File: src/hdl/mst_defs.svh
// Constant definitions for the multimedia sync timer.
`ifndef MST_DEFS_SVH
`define MST_DEFS_SVH

// Counter geometry.
`define MST_COUNT_W 20
`define MST_COUNT_ZERO 20'h00000
`define MST_COUNT_ONE 20'h00001
`define MST_COUNT_MAX 20'hfffff
`define MST_HIGH_W 4

// Configuration space: the one byte that belongs to the timer.
`define MST_CFG_ADDR_W 8
`define MST_CFG_OFFSET 8'h64
`define MST_CFG_FAST_BIT 2
`define MST_CFG_SRST_BIT 1
`define MST_CFG_RESET 8'h00

// I/O window offsets.
`define MST_IO_ADDR_W 2
`define MST_IO_STATUS 2'h0
`define MST_IO_COUNT_LOW 2'h1
`define MST_IO_COUNT_MID 2'h2
`define MST_IO_COUNT_HIGH 2'h3

// Status and control field positions.
`define MST_ST_PRELOAD_BIT 3
`define MST_ST_RUN_BIT 2
`define MST_ST_FLAG_BIT 1
`define MST_ST_IRQEN_BIT 0
`define MST_STATUS_RESET 8'h00

// Data width and zero byte.
`define MST_DATA_W 8
`define MST_BYTE_ZERO 8'h00

// Tick timing: the resolution and the default oscillator rate.
`define MST_TICK_NS 1000
`define MST_NS_PER_US 1000
`define MST_HZ_PER_MHZ 1000000
`define MST_TIMEBASE_HZ_DEFAULT 4000000
`define MST_TIMEBASE_HZ_MAX 10000000
`define MST_SYNC_STAGES 2

`endif

File: src/hdl/mst_pkg.sv
// Types shared by the multimedia sync timer modules.
`include "mst_defs.svh"

package mst_pkg;

   // Timer run state, one-hot.
   typedef enum logic [2:0]
   {
      MST_ST_HELD    = 3'b001,
      MST_ST_STOPPED = 3'b010,
      MST_ST_RUNNING = 3'b100
   } mst_run_e;

   // Complete state of the timer core.
   typedef struct packed
   {
      logic cfg_fast;
      logic cfg_srst;
      logic preload_select;
      logic run_enable;
      logic rollover_flag;
      logic rollover_irq_enable;
      logic [`MST_COUNT_W-1:0] count;
      logic [`MST_COUNT_W-1:0] preload;
      mst_run_e run_state;
      logic [`MST_DATA_W-1:0] rdata;
      logic rvalid;
      logic irq;
   } mst_core_s;

endpackage

File: src/hdl/mst_sync.sv
// Two-flop synchroniser for a level arriving from outside the clock domain.
`timescale 1ns/1ps
`default_nettype none
`include "mst_defs.svh"

module mst_sync
#(
   parameter int STAGES = `MST_SYNC_STAGES
)
(
   input wire logic mclk_i,
   input wire logic sys_rst_i,
   input wire logic async_i,
   output logic sync_o
);

   typedef struct packed
   {
      logic [STAGES-1:0] chain;
   } mst_sync_s;

   mst_sync_s st;
   mst_sync_s next_st;

   generate
      if (STAGES < 2)
      begin : g_check
         $error("mst_sync needs at least two stages");
      end
   endgenerate

   // Only the next stage reads each flop; the last one is the output.
   always_comb
   begin
      next_st = st;
      next_st.chain = {st.chain[STAGES-2:0], async_i};
   end

   always_ff @(posedge mclk_i)
   begin
      if (sys_rst_i)
         st <= '0;
      else
         st <= next_st;
   end

   assign sync_o = st.chain[STAGES-1];

endmodule
`default_nettype wire

File: src/hdl/mst_tick_div.sv
// Microsecond tick generator dividing the synchronised oscillator clock.
`timescale 1ns/1ps
`default_nettype none
`include "mst_defs.svh"

module mst_tick_div
#(
   parameter int TIMEBASE_HZ = `MST_TIMEBASE_HZ_DEFAULT
)
(
   input wire logic mclk_i,
   input wire logic sys_rst_i,
   input wire logic clear_i,
   input wire logic timebase_level_i,
   output logic tick_o
);

   // Oscillator rising edges per microsecond tick.
   localparam int DIV = (TIMEBASE_HZ / `MST_HZ_PER_MHZ) * `MST_TICK_NS / `MST_NS_PER_US;
   localparam int CW = (DIV > 1) ? $clog2(DIV) : 1;
   localparam logic [CW-1:0] LAST = CW'(DIV - 1);

   typedef struct packed
   {
      logic prev;
      logic [CW-1:0] cnt;
      logic tick;
   } mst_div_s;

   mst_div_s st;
   mst_div_s next_st;

   // The oscillator is sampled, so it must stay below half of mclk.
   generate
      if (DIV < 1 || TIMEBASE_HZ > `MST_TIMEBASE_HZ_MAX || (TIMEBASE_HZ % `MST_HZ_PER_MHZ) != 0)
      begin : g_check
         $error("mst_tick_div: TIMEBASE_HZ must be whole MHz, 1 to 10 MHz");
      end
   endgenerate

   always_comb
   begin
      next_st = st;
      next_st.prev = timebase_level_i;
      next_st.tick = 1'b0;
      if (clear_i)
      begin
         next_st.cnt = '0;
      end
      else if (timebase_level_i && !st.prev)
      begin
         if (st.cnt == LAST)
         begin
            next_st.cnt = '0;
            next_st.tick = 1'b1;
         end
         else
         begin
            next_st.cnt = st.cnt + CW'(1);
         end
      end
   end

   always_ff @(posedge mclk_i)
   begin
      if (sys_rst_i)
         st <= '0;
      else
         st <= next_st;
   end

   assign tick_o = st.tick;

endmodule
`default_nettype wire

File: src/hdl/mst_timer.sv
// Multimedia sync timer: 20-bit microsecond counter with its byte registers.
`timescale 1ns/1ps
`default_nettype none
`include "mst_defs.svh"

// Function
// Twenty-bit counter advancing once per microsecond tick in normal use.
// Microsecond tick comes from dividing the oscillator clock, not the bus clock.
// Software uses byte-wide accesses only.
// Control byte sits at configuration offset 64h; others in the I/O window.
// With fast tick select set, count advances on every bus clock.
// While the soft reset bit is set, the whole timer stays reset; the configuration byte and read data keep their values.
// System reset clears the timer, its count and its status.
// Reserved bits read as zero.
// Preload select starts counting from the written value, else from held value.
// Run enable resumes at the next tick edge; clearing it holds the count.
// Wrapping to zero sets the rollover flag; counting continues.
// Writing one clears the rollover flag; writing zero leaves it.
// Interrupt only while rollover interrupt enable is set.
// Count bytes sit at I/O offsets 01h, 02h and low nibble of 03h.
// Count registers are writable to load a preload start value.
// Software reads the full count in three byte cycles.
// Software should read the low count byte first.
// Count increments by one and wraps from all ones to zero.
// Interrupt asserted while rollover flag and its enable are both set.
module mst_timer
#(
   parameter int TIMEBASE_HZ = `MST_TIMEBASE_HZ_DEFAULT
)
(
   input wire logic mclk_i,
   input wire logic sys_rst_i,
   input wire logic oscillator_clock_i,
   input wire logic cfg_wr_i,
   input wire logic cfg_rd_i,
   input wire logic [`MST_CFG_ADDR_W-1:0] cfg_addr_i,
   input wire logic io_wr_i,
   input wire logic io_rd_i,
   input wire logic [`MST_IO_ADDR_W-1:0] io_addr_i,
   input wire logic [`MST_DATA_W-1:0] wdata_i,
   output logic [`MST_DATA_W-1:0] rdata_o,
   output logic rvalid_o,
   output logic timer_irq_o
);

   // ----------------------------------------------------------------
   // Parameter checks
   // ----------------------------------------------------------------

   // The divider counts whole oscillator edges, so only whole megahertz rates work.
   generate
      if (TIMEBASE_HZ < `MST_HZ_PER_MHZ || TIMEBASE_HZ > `MST_TIMEBASE_HZ_MAX ||
         (TIMEBASE_HZ % `MST_HZ_PER_MHZ) != 0)
      begin : g_check
         $error("mst_timer: TIMEBASE_HZ must be whole MHz, 1 to 10 MHz");
      end
   endgenerate

   // Reset images of the two control bytes; each field takes its own bit.
   localparam logic [`MST_DATA_W-1:0] CFG_RESET = `MST_CFG_RESET;
   localparam logic [`MST_DATA_W-1:0] STATUS_RESET = `MST_STATUS_RESET;

   // ----------------------------------------------------------------
   // Oscillator tick
   // ----------------------------------------------------------------

   logic timebase_level;
   logic us_tick;
   mst_pkg::mst_core_s st;
   mst_pkg::mst_core_s next_st;

   mst_sync u_timebase_sync
   (
      .mclk_i(mclk_i),
      .sys_rst_i(sys_rst_i),
      .async_i(oscillator_clock_i),
      .sync_o(timebase_level)
   );

   // The divider is held cleared with the timer so a release starts a
   // full microsecond, not a fragment of one.
   mst_tick_div #(.TIMEBASE_HZ(TIMEBASE_HZ)) u_tick_div
   (
      .mclk_i(mclk_i),
      .sys_rst_i(sys_rst_i),
      .clear_i(st.cfg_srst),
      .timebase_level_i(timebase_level),
      .tick_o(us_tick)
   );

   // ----------------------------------------------------------------
   // Decode helpers
   // ----------------------------------------------------------------

   // True when the I/O address selects the given register.
   function automatic logic io_hit
   (
      input logic [`MST_IO_ADDR_W-1:0] addr,
      input logic [`MST_IO_ADDR_W-1:0] offset
   );
      io_hit = (addr == offset);
   endfunction

   // Status byte image with reserved bits forced low.
   function automatic logic [`MST_DATA_W-1:0] status_image
   (
      input mst_pkg::mst_core_s s
   );
      logic [`MST_DATA_W-1:0] b;
      b = `MST_BYTE_ZERO;
      b[`MST_ST_PRELOAD_BIT] = s.preload_select;
      b[`MST_ST_RUN_BIT] = s.run_enable;
      b[`MST_ST_FLAG_BIT] = s.rollover_flag;
      b[`MST_ST_IRQEN_BIT] = s.rollover_irq_enable;
      status_image = b;
   endfunction

   // Configuration byte image with reserved bits forced low.
   function automatic logic [`MST_DATA_W-1:0] config_image
   (
      input mst_pkg::mst_core_s s
   );
      logic [`MST_DATA_W-1:0] b;
      b = `MST_BYTE_ZERO;
      b[`MST_CFG_FAST_BIT] = s.cfg_fast;
      b[`MST_CFG_SRST_BIT] = s.cfg_srst;
      config_image = b;
   endfunction

   // ----------------------------------------------------------------
   // Next-state logic
   // ----------------------------------------------------------------

   always_comb
   begin
      logic cfg_sel;
      logic count_step;
      logic wrap;
      logic flag_clear;
      logic start;
      logic [`MST_COUNT_W-1:0] pre;
      logic [`MST_DATA_W-1:0] rd;

      next_st = st;
      cfg_sel = (cfg_addr_i == `MST_CFG_OFFSET);
      count_step = 1'b0;
      wrap = 1'b0;
      flag_clear = 1'b0;
      start = 1'b0;
      pre = st.preload;
      rd = `MST_BYTE_ZERO;

      // Configuration byte: not cleared by its own soft reset bit.
      if (cfg_wr_i && cfg_sel)
      begin
         next_st.cfg_fast = wdata_i[`MST_CFG_FAST_BIT];
         next_st.cfg_srst = wdata_i[`MST_CFG_SRST_BIT];
      end

      // Software writes to the I/O window; byte wide by construction.
      if (io_wr_i && !st.cfg_srst)
      begin
         if (io_hit(io_addr_i, `MST_IO_STATUS))
         begin
            next_st.preload_select = wdata_i[`MST_ST_PRELOAD_BIT];
            next_st.run_enable = wdata_i[`MST_ST_RUN_BIT];
            next_st.rollover_irq_enable = wdata_i[`MST_ST_IRQEN_BIT];
            flag_clear = wdata_i[`MST_ST_FLAG_BIT];
         end
         if (io_hit(io_addr_i, `MST_IO_COUNT_LOW))
         begin
            pre[7:0] = wdata_i;
         end
         if (io_hit(io_addr_i, `MST_IO_COUNT_MID))
         begin
            pre[15:8] = wdata_i;
         end
         if (io_hit(io_addr_i, `MST_IO_COUNT_HIGH))
         begin
            pre[19:16] = wdata_i[`MST_HIGH_W-1:0];
         end
         next_st.preload = pre;
      end

      // Fast mode replaces the microsecond tick by every bus clock.
      count_step = st.cfg_fast ? 1'b1 : us_tick;

      case (st.run_state)
         mst_pkg::MST_ST_HELD:
         begin
            if (!st.cfg_srst)
               next_st.run_state = mst_pkg::MST_ST_STOPPED;
         end
         mst_pkg::MST_ST_STOPPED:
         begin
            // The start waits for a tick edge, which also loads the preload when preload select is set.
            if (st.run_enable && count_step)
            begin
               start = 1'b1;
               next_st.run_state = mst_pkg::MST_ST_RUNNING;
            end
         end
         mst_pkg::MST_ST_RUNNING:
         begin
            if (!st.run_enable)
               next_st.run_state = mst_pkg::MST_ST_STOPPED;
            else if (count_step)
            begin
               wrap = (st.count == `MST_COUNT_MAX);
               next_st.count = st.count + `MST_COUNT_ONE;
            end
         end
         default:
         begin
            next_st.run_state = mst_pkg::MST_ST_HELD;
         end
      endcase

      // Preload applies at the start tick; otherwise the held count goes on.
      if (start && st.preload_select)
      begin
         next_st.count = st.preload;
      end

      // A wrap in the cycle of a clear keeps the flag set, so a rollover
      // that lands on the clear is never lost.
      next_st.rollover_flag = (st.rollover_flag && !flag_clear) || wrap;

      // Read data is registered; unmapped addresses read as zero.
      // The bytes are not latched together, so a carry between two byte reads
      // can tear the value; reading the low byte first keeps the error smallest.
      if (io_rd_i)
      begin
         if (io_hit(io_addr_i, `MST_IO_STATUS))
            rd = status_image(st);
         else if (io_hit(io_addr_i, `MST_IO_COUNT_LOW))
            rd = st.count[7:0];
         else if (io_hit(io_addr_i, `MST_IO_COUNT_MID))
            rd = st.count[15:8];
         else
            rd = {4'h0, st.count[19:16]};
      end
      else if (cfg_rd_i && cfg_sel)
      begin
         rd = config_image(st);
      end
      next_st.rdata = rd;
      next_st.rvalid = io_rd_i || cfg_rd_i;

      // Soft reset overrides every timer field but the configuration byte and the read data.
      if (st.cfg_srst)
      begin
         next_st.preload_select = 1'b0;
         next_st.run_enable = 1'b0;
         next_st.rollover_flag = 1'b0;
         next_st.rollover_irq_enable = 1'b0;
         next_st.count = `MST_COUNT_ZERO;
         next_st.preload = `MST_COUNT_ZERO;
         next_st.run_state = mst_pkg::MST_ST_HELD;
      end

      next_st.irq = next_st.rollover_flag && next_st.rollover_irq_enable;
   end

   // ----------------------------------------------------------------
   // State register
   // ----------------------------------------------------------------

   always_ff @(posedge mclk_i)
   begin
      if (sys_rst_i)
      begin
         st.cfg_fast <= CFG_RESET[`MST_CFG_FAST_BIT];
         st.cfg_srst <= CFG_RESET[`MST_CFG_SRST_BIT];
         st.preload_select <= STATUS_RESET[`MST_ST_PRELOAD_BIT];
         st.run_enable <= STATUS_RESET[`MST_ST_RUN_BIT];
         st.rollover_flag <= STATUS_RESET[`MST_ST_FLAG_BIT];
         st.rollover_irq_enable <= STATUS_RESET[`MST_ST_IRQEN_BIT];
         st.count <= `MST_COUNT_ZERO;
         st.preload <= `MST_COUNT_ZERO;
         st.run_state <= mst_pkg::MST_ST_STOPPED;
         st.rdata <= `MST_BYTE_ZERO;
         st.rvalid <= 1'b0;
         st.irq <= 1'b0;
      end
      else
      begin
         st <= next_st;
      end
   end

   // ----------------------------------------------------------------
   // Outputs
   // ----------------------------------------------------------------

   assign rdata_o = st.rdata;
   assign rvalid_o = st.rvalid;
   assign timer_irq_o = st.irq;

endmodule
`default_nettype wire

File: config.mk
export PLATFORM = sky130hd
export DESIGN_NAME = mst_timer
export DESIGN_NICKNAME = d
export VERILOG_FILES = /design/src/hdl/mst_pkg.sv /design/src/hdl/mst_sync.sv /design/src/hdl/mst_tick_div.sv /design/src/hdl/mst_timer.sv
export VERILOG_INCLUDE_DIRS = /design/src /design/src/hdl
export SDC_FILE = /design/constraint.sdc
export NUM_CORES = 1
export LEC_CHECK = 0
export BUFFER_PORTS_ARGS = -buffer_cell sky130_fd_sc_hd__buf_2
export CORE_UTILIZATION = 52
export DETAILED_ROUTE_END_ITERATION = 16
export GPL_TIMING_DRIVEN = 0
export PLACE_DENSITY = 0.75
export SLEW_MARGIN = 15
export SYNTH_ARGS = -nofsm -noshare
export SYNTH_HDL_FRONTEND = slang
export SYNTH_SLANG_ARGS = --single-unit
File: constraint.sdc
create_clock -name mclk_i -period 1.6 [get_ports mclk_i]
set_input_delay 0.16 -clock mclk_i [delete_from_list [all_inputs] [get_ports mclk_i]]
set_output_delay 0.16 -clock mclk_i [all_outputs]
set_load 0.02 [all_outputs]
==> results.md <==
* Placeable core area at roughly 0.0055 mm2
* Tcrit/Tclk final at 109%
* Clock tree buffer depth at 2
* Synth Warn # at 0
* Final Skew at a little over 8 ps
* First-pass GRT wire length at approximately 13 mm
* Die W at 78.0 um
* Cells after Synth at about 350
* CTS Buf Count at 9
* Buf/Inv on CP at 2
* Seq pwr share at around half
* Number of global-route vias before repair at 2,660
* Hold_sp: oscillator_clock_i
* Clock power share at between 40% and 50%
* Mapped Area at about 0.0030 mm2
* DR WL/cell at approximately 18 um
* Slew Limit Fails at 0
* I/O Buffers at 32
* Syn Nets at 378
* Post-route worst setup slack at -150 ps
* Worst Setup SP: st[35]
* Post-synth cell types at 52
* Leak at 1.55 nW
* Min Tclk post-route at 1750 ps
* Synth Flop Type: dfxtp_1
* Slowest cell on crit path: or4_4
* Outcome: finished, violations left
* FFs w/ async S/R, synth at 0%
* PwrDens at 819 mW/mm2
* Sequential element share of the synthesized area at around 43%
* Root Buffer: clkbuf_8
* Largest cells by area after synthesis: dfxtp_1 (43%), nand2_1 (7.0%), a21oi_1 (6.3%)
* Crit path max-delay family: simple AND/OR/NAND/NOR gates
* Tot Pwr at about 0.0032 W
* Grt total ovfl at 0
* CTS Hold Bufs at 0
* Setup_tns at -1540 ps
* Post-synthesis register bit count at 65
* Final Hold Viols at 0
* ANT nets after route at 0
* Pre-Repair DR Iteration Count at 5
* Iter 0 DRT Violations at roughly 390
* I/O pins at 35
* Die area at around 0.006 mm2
* P_sw at about 0.00081 W
* Max-cap violations at 0
* Comb power frac at under 10%
* Worst min path class: in -> reg
* Max transition margin at just under 60%
* Hold WS at ~23 ps
* Largest net degree at the start of global routing at 13
* Std-Cell Rows at 27
* Number of synthesized flops with an enable pin at 0
* Layout area overhead at 30.9%
* Fmax at 572 MHz
* Die span in y at a little under 80 um
* Critical path startpoint category: register
* Switching Fraction at 25.0%
* NumNets Final at approximately 450
* Crit path max fanout at 8
* Placer Congestion at just under 1
* Initial antenna violation count at 0
* Syn Area/Cell at around 8.6 um2
* H-tree depth at 3
* Internal power at approximately 0.0024 W
* Vias at around 3,000
* Post-synth top area cell: dfxtp_1
* # clock sinks at 65
* Max IR drop VDD at ~0.64 mV
* GR Util All Layers at between 20% and 30%
* Post-Place Worst Slack at -316 ps
* Crit path capture type: register
* Worst-Margin Slew at 607 ps
* Routed Wire Length at around 9 mm
* Diodes inserted at 0
* Fill count at approximately 400
* Arr. time, crit path at between 2000 and 2500 ps
* Share of post-route cells with drive strength above 1 at between 30% and 40%
* Max incr delay on CP at between 500 and 600 ps
* Yosys top cell area share at between 40% and 50%
* Critical Path RT at about 1900 ps
* CTS clk-pin slew, worst paths at around 70 ps
* Cell mode on critical path: buf_6
* Starting density of the core at between 50% and 60%
* Reg2reg start: st[35]
* Failing checks: negative setup slack
* CTS tree: yes
* Crit path kind: reg -> reg
* Via density at around 6.1
* RSZ-0062 raised after global routing: true
* DRC at 0
* CP Cell Sequence: buf_6, buf_6, and4_1, nand4_1, or4_4, a31oi_1
* HPWL after DPL at 5.43 mm
* Worst-Skew Late Latency at ~350 ps
* # setup viols final at 34
[flip-flops by register name, indices dropped and copies added (netlist names)]
name	flops
rdata_o	8
u_timebase_sync.st	2
rvalid_o	1
timer_irq_o	1
u_tick_div.st	3
u_tick_div.tick_o	1
st	49
[final cells by class]
| cell class | instances | area (um2) | area share, % |
|---|---|---|---|
| clock inverters | 7 | 71.3 | 1.81 |
| plain buffers | 24 | 165 | 4.20 |
| inverters | 4 | 15.0 | 0.382 |
| flip-flops and latches | 65 | 1340 | 34.1 |
| repair buffers | 57 | 363 | 9.22 |
| clock buffers | 9 | 124 | 3.15 |
| multi-input cells | 258 | 1760 | 44.8 |
| well taps | 72 | 90.1 | 2.29 |
[per-layer routing]
layer | vias to the layer above | wire, um | track usage (%)
met5 | - | 0 | 0
met4 | 0 | 277 | 13.3
met3 | 37 | 794 | 6.98
met2 | 178 | 4220 | 45.2
met1 | 1422 | 3680 | 36.6
li1 | 1375 | - | -
[cells in the final DEF (no fill, tap or decap), drive strengths merged, types with 5 or more instances in the layout]
| cell | count |
|---|---|
| nor3 | 5 |
| mux2i | 9 |
| nand3 | 12 |
| nor2 | 35 |
| buf | 70 |
| or3 | 6 |
| o21ai | 11 |
| a31oi | 6 |
| dfxtp | 65 |
| nor2b | 9 |
| a21oi | 38 |
| clkbuf | 20 |
| nand2 | 56 |
| a22oi | 7 |
[per-stage QoR]
stage,util (%),std cells,cell area [um2]
5_1_grt,71.0,496,3930
2_1_floorplan,-,351,3010
6_report,71.0,496,3930
3_5_place_dp,58.9,455,3260
4_1_cts,66.8,483,3700
3_3_place_gp,58.9,455,3260
[power groups by stage]
stage / registers (W) / logic [W] / clock network (W)
global placement: 0.00169 / 0.000162 / 0
global route: 0.00165 / 0.000194 / 0.00146
finish: 0.00165 / 0.000178 / 0.00140
floorplan: 0.00169 / 0.0000956 / 0
detailed placement: 0.00170 / 0.000166 / 0
CTS: 0.00165 / 0.000171 / 0.00139
[final timing paths]
path | slack, ps | end | cells past startpoint
max | -150 | st[45] | 6
min | 20 | u_timebase_sync.st[0] | 2
max reg2reg | -150 | st[45] | 6
min reg2reg | 440 | u_timebase_sync.st[1] | 1
[Yosys cell counts (all sizes together), types with 5 or more instances]
master / n
a21oi: 38
a22oi: 7
a31oi: 6
buf: 14
clkbuf: 10
dfxtp: 65
mux2i: 9
nand2: 56
nand3: 12
nor2: 35
nor2b: 9
nor3: 5
o21ai: 11
or3: 6
[timing repair]
action                     4_1_cts  5_1_grt
setup endpoints to repair       25       45
gates cloned                     0        0
resized for setup               44       42
setup buffers                   12       13
pin swaps                       13       27
hold endpoints to repair         0        0
[cells by family after synthesis]
logic type | Yosys count | synth area share [%]
AOI/OAI and AO/OA | 80 | 15.9
and+or+nand+nor | 156 | 27.1
xor gates and xnor gates | 5 | 1.46
DFF | 65 | 43.3
muxes | 15 | 6.74
adders and majority gates | 2 | 0.833
buffers and inverters | 28 | 4.75
Note: power is estimated with default switching activity, not from simulation.
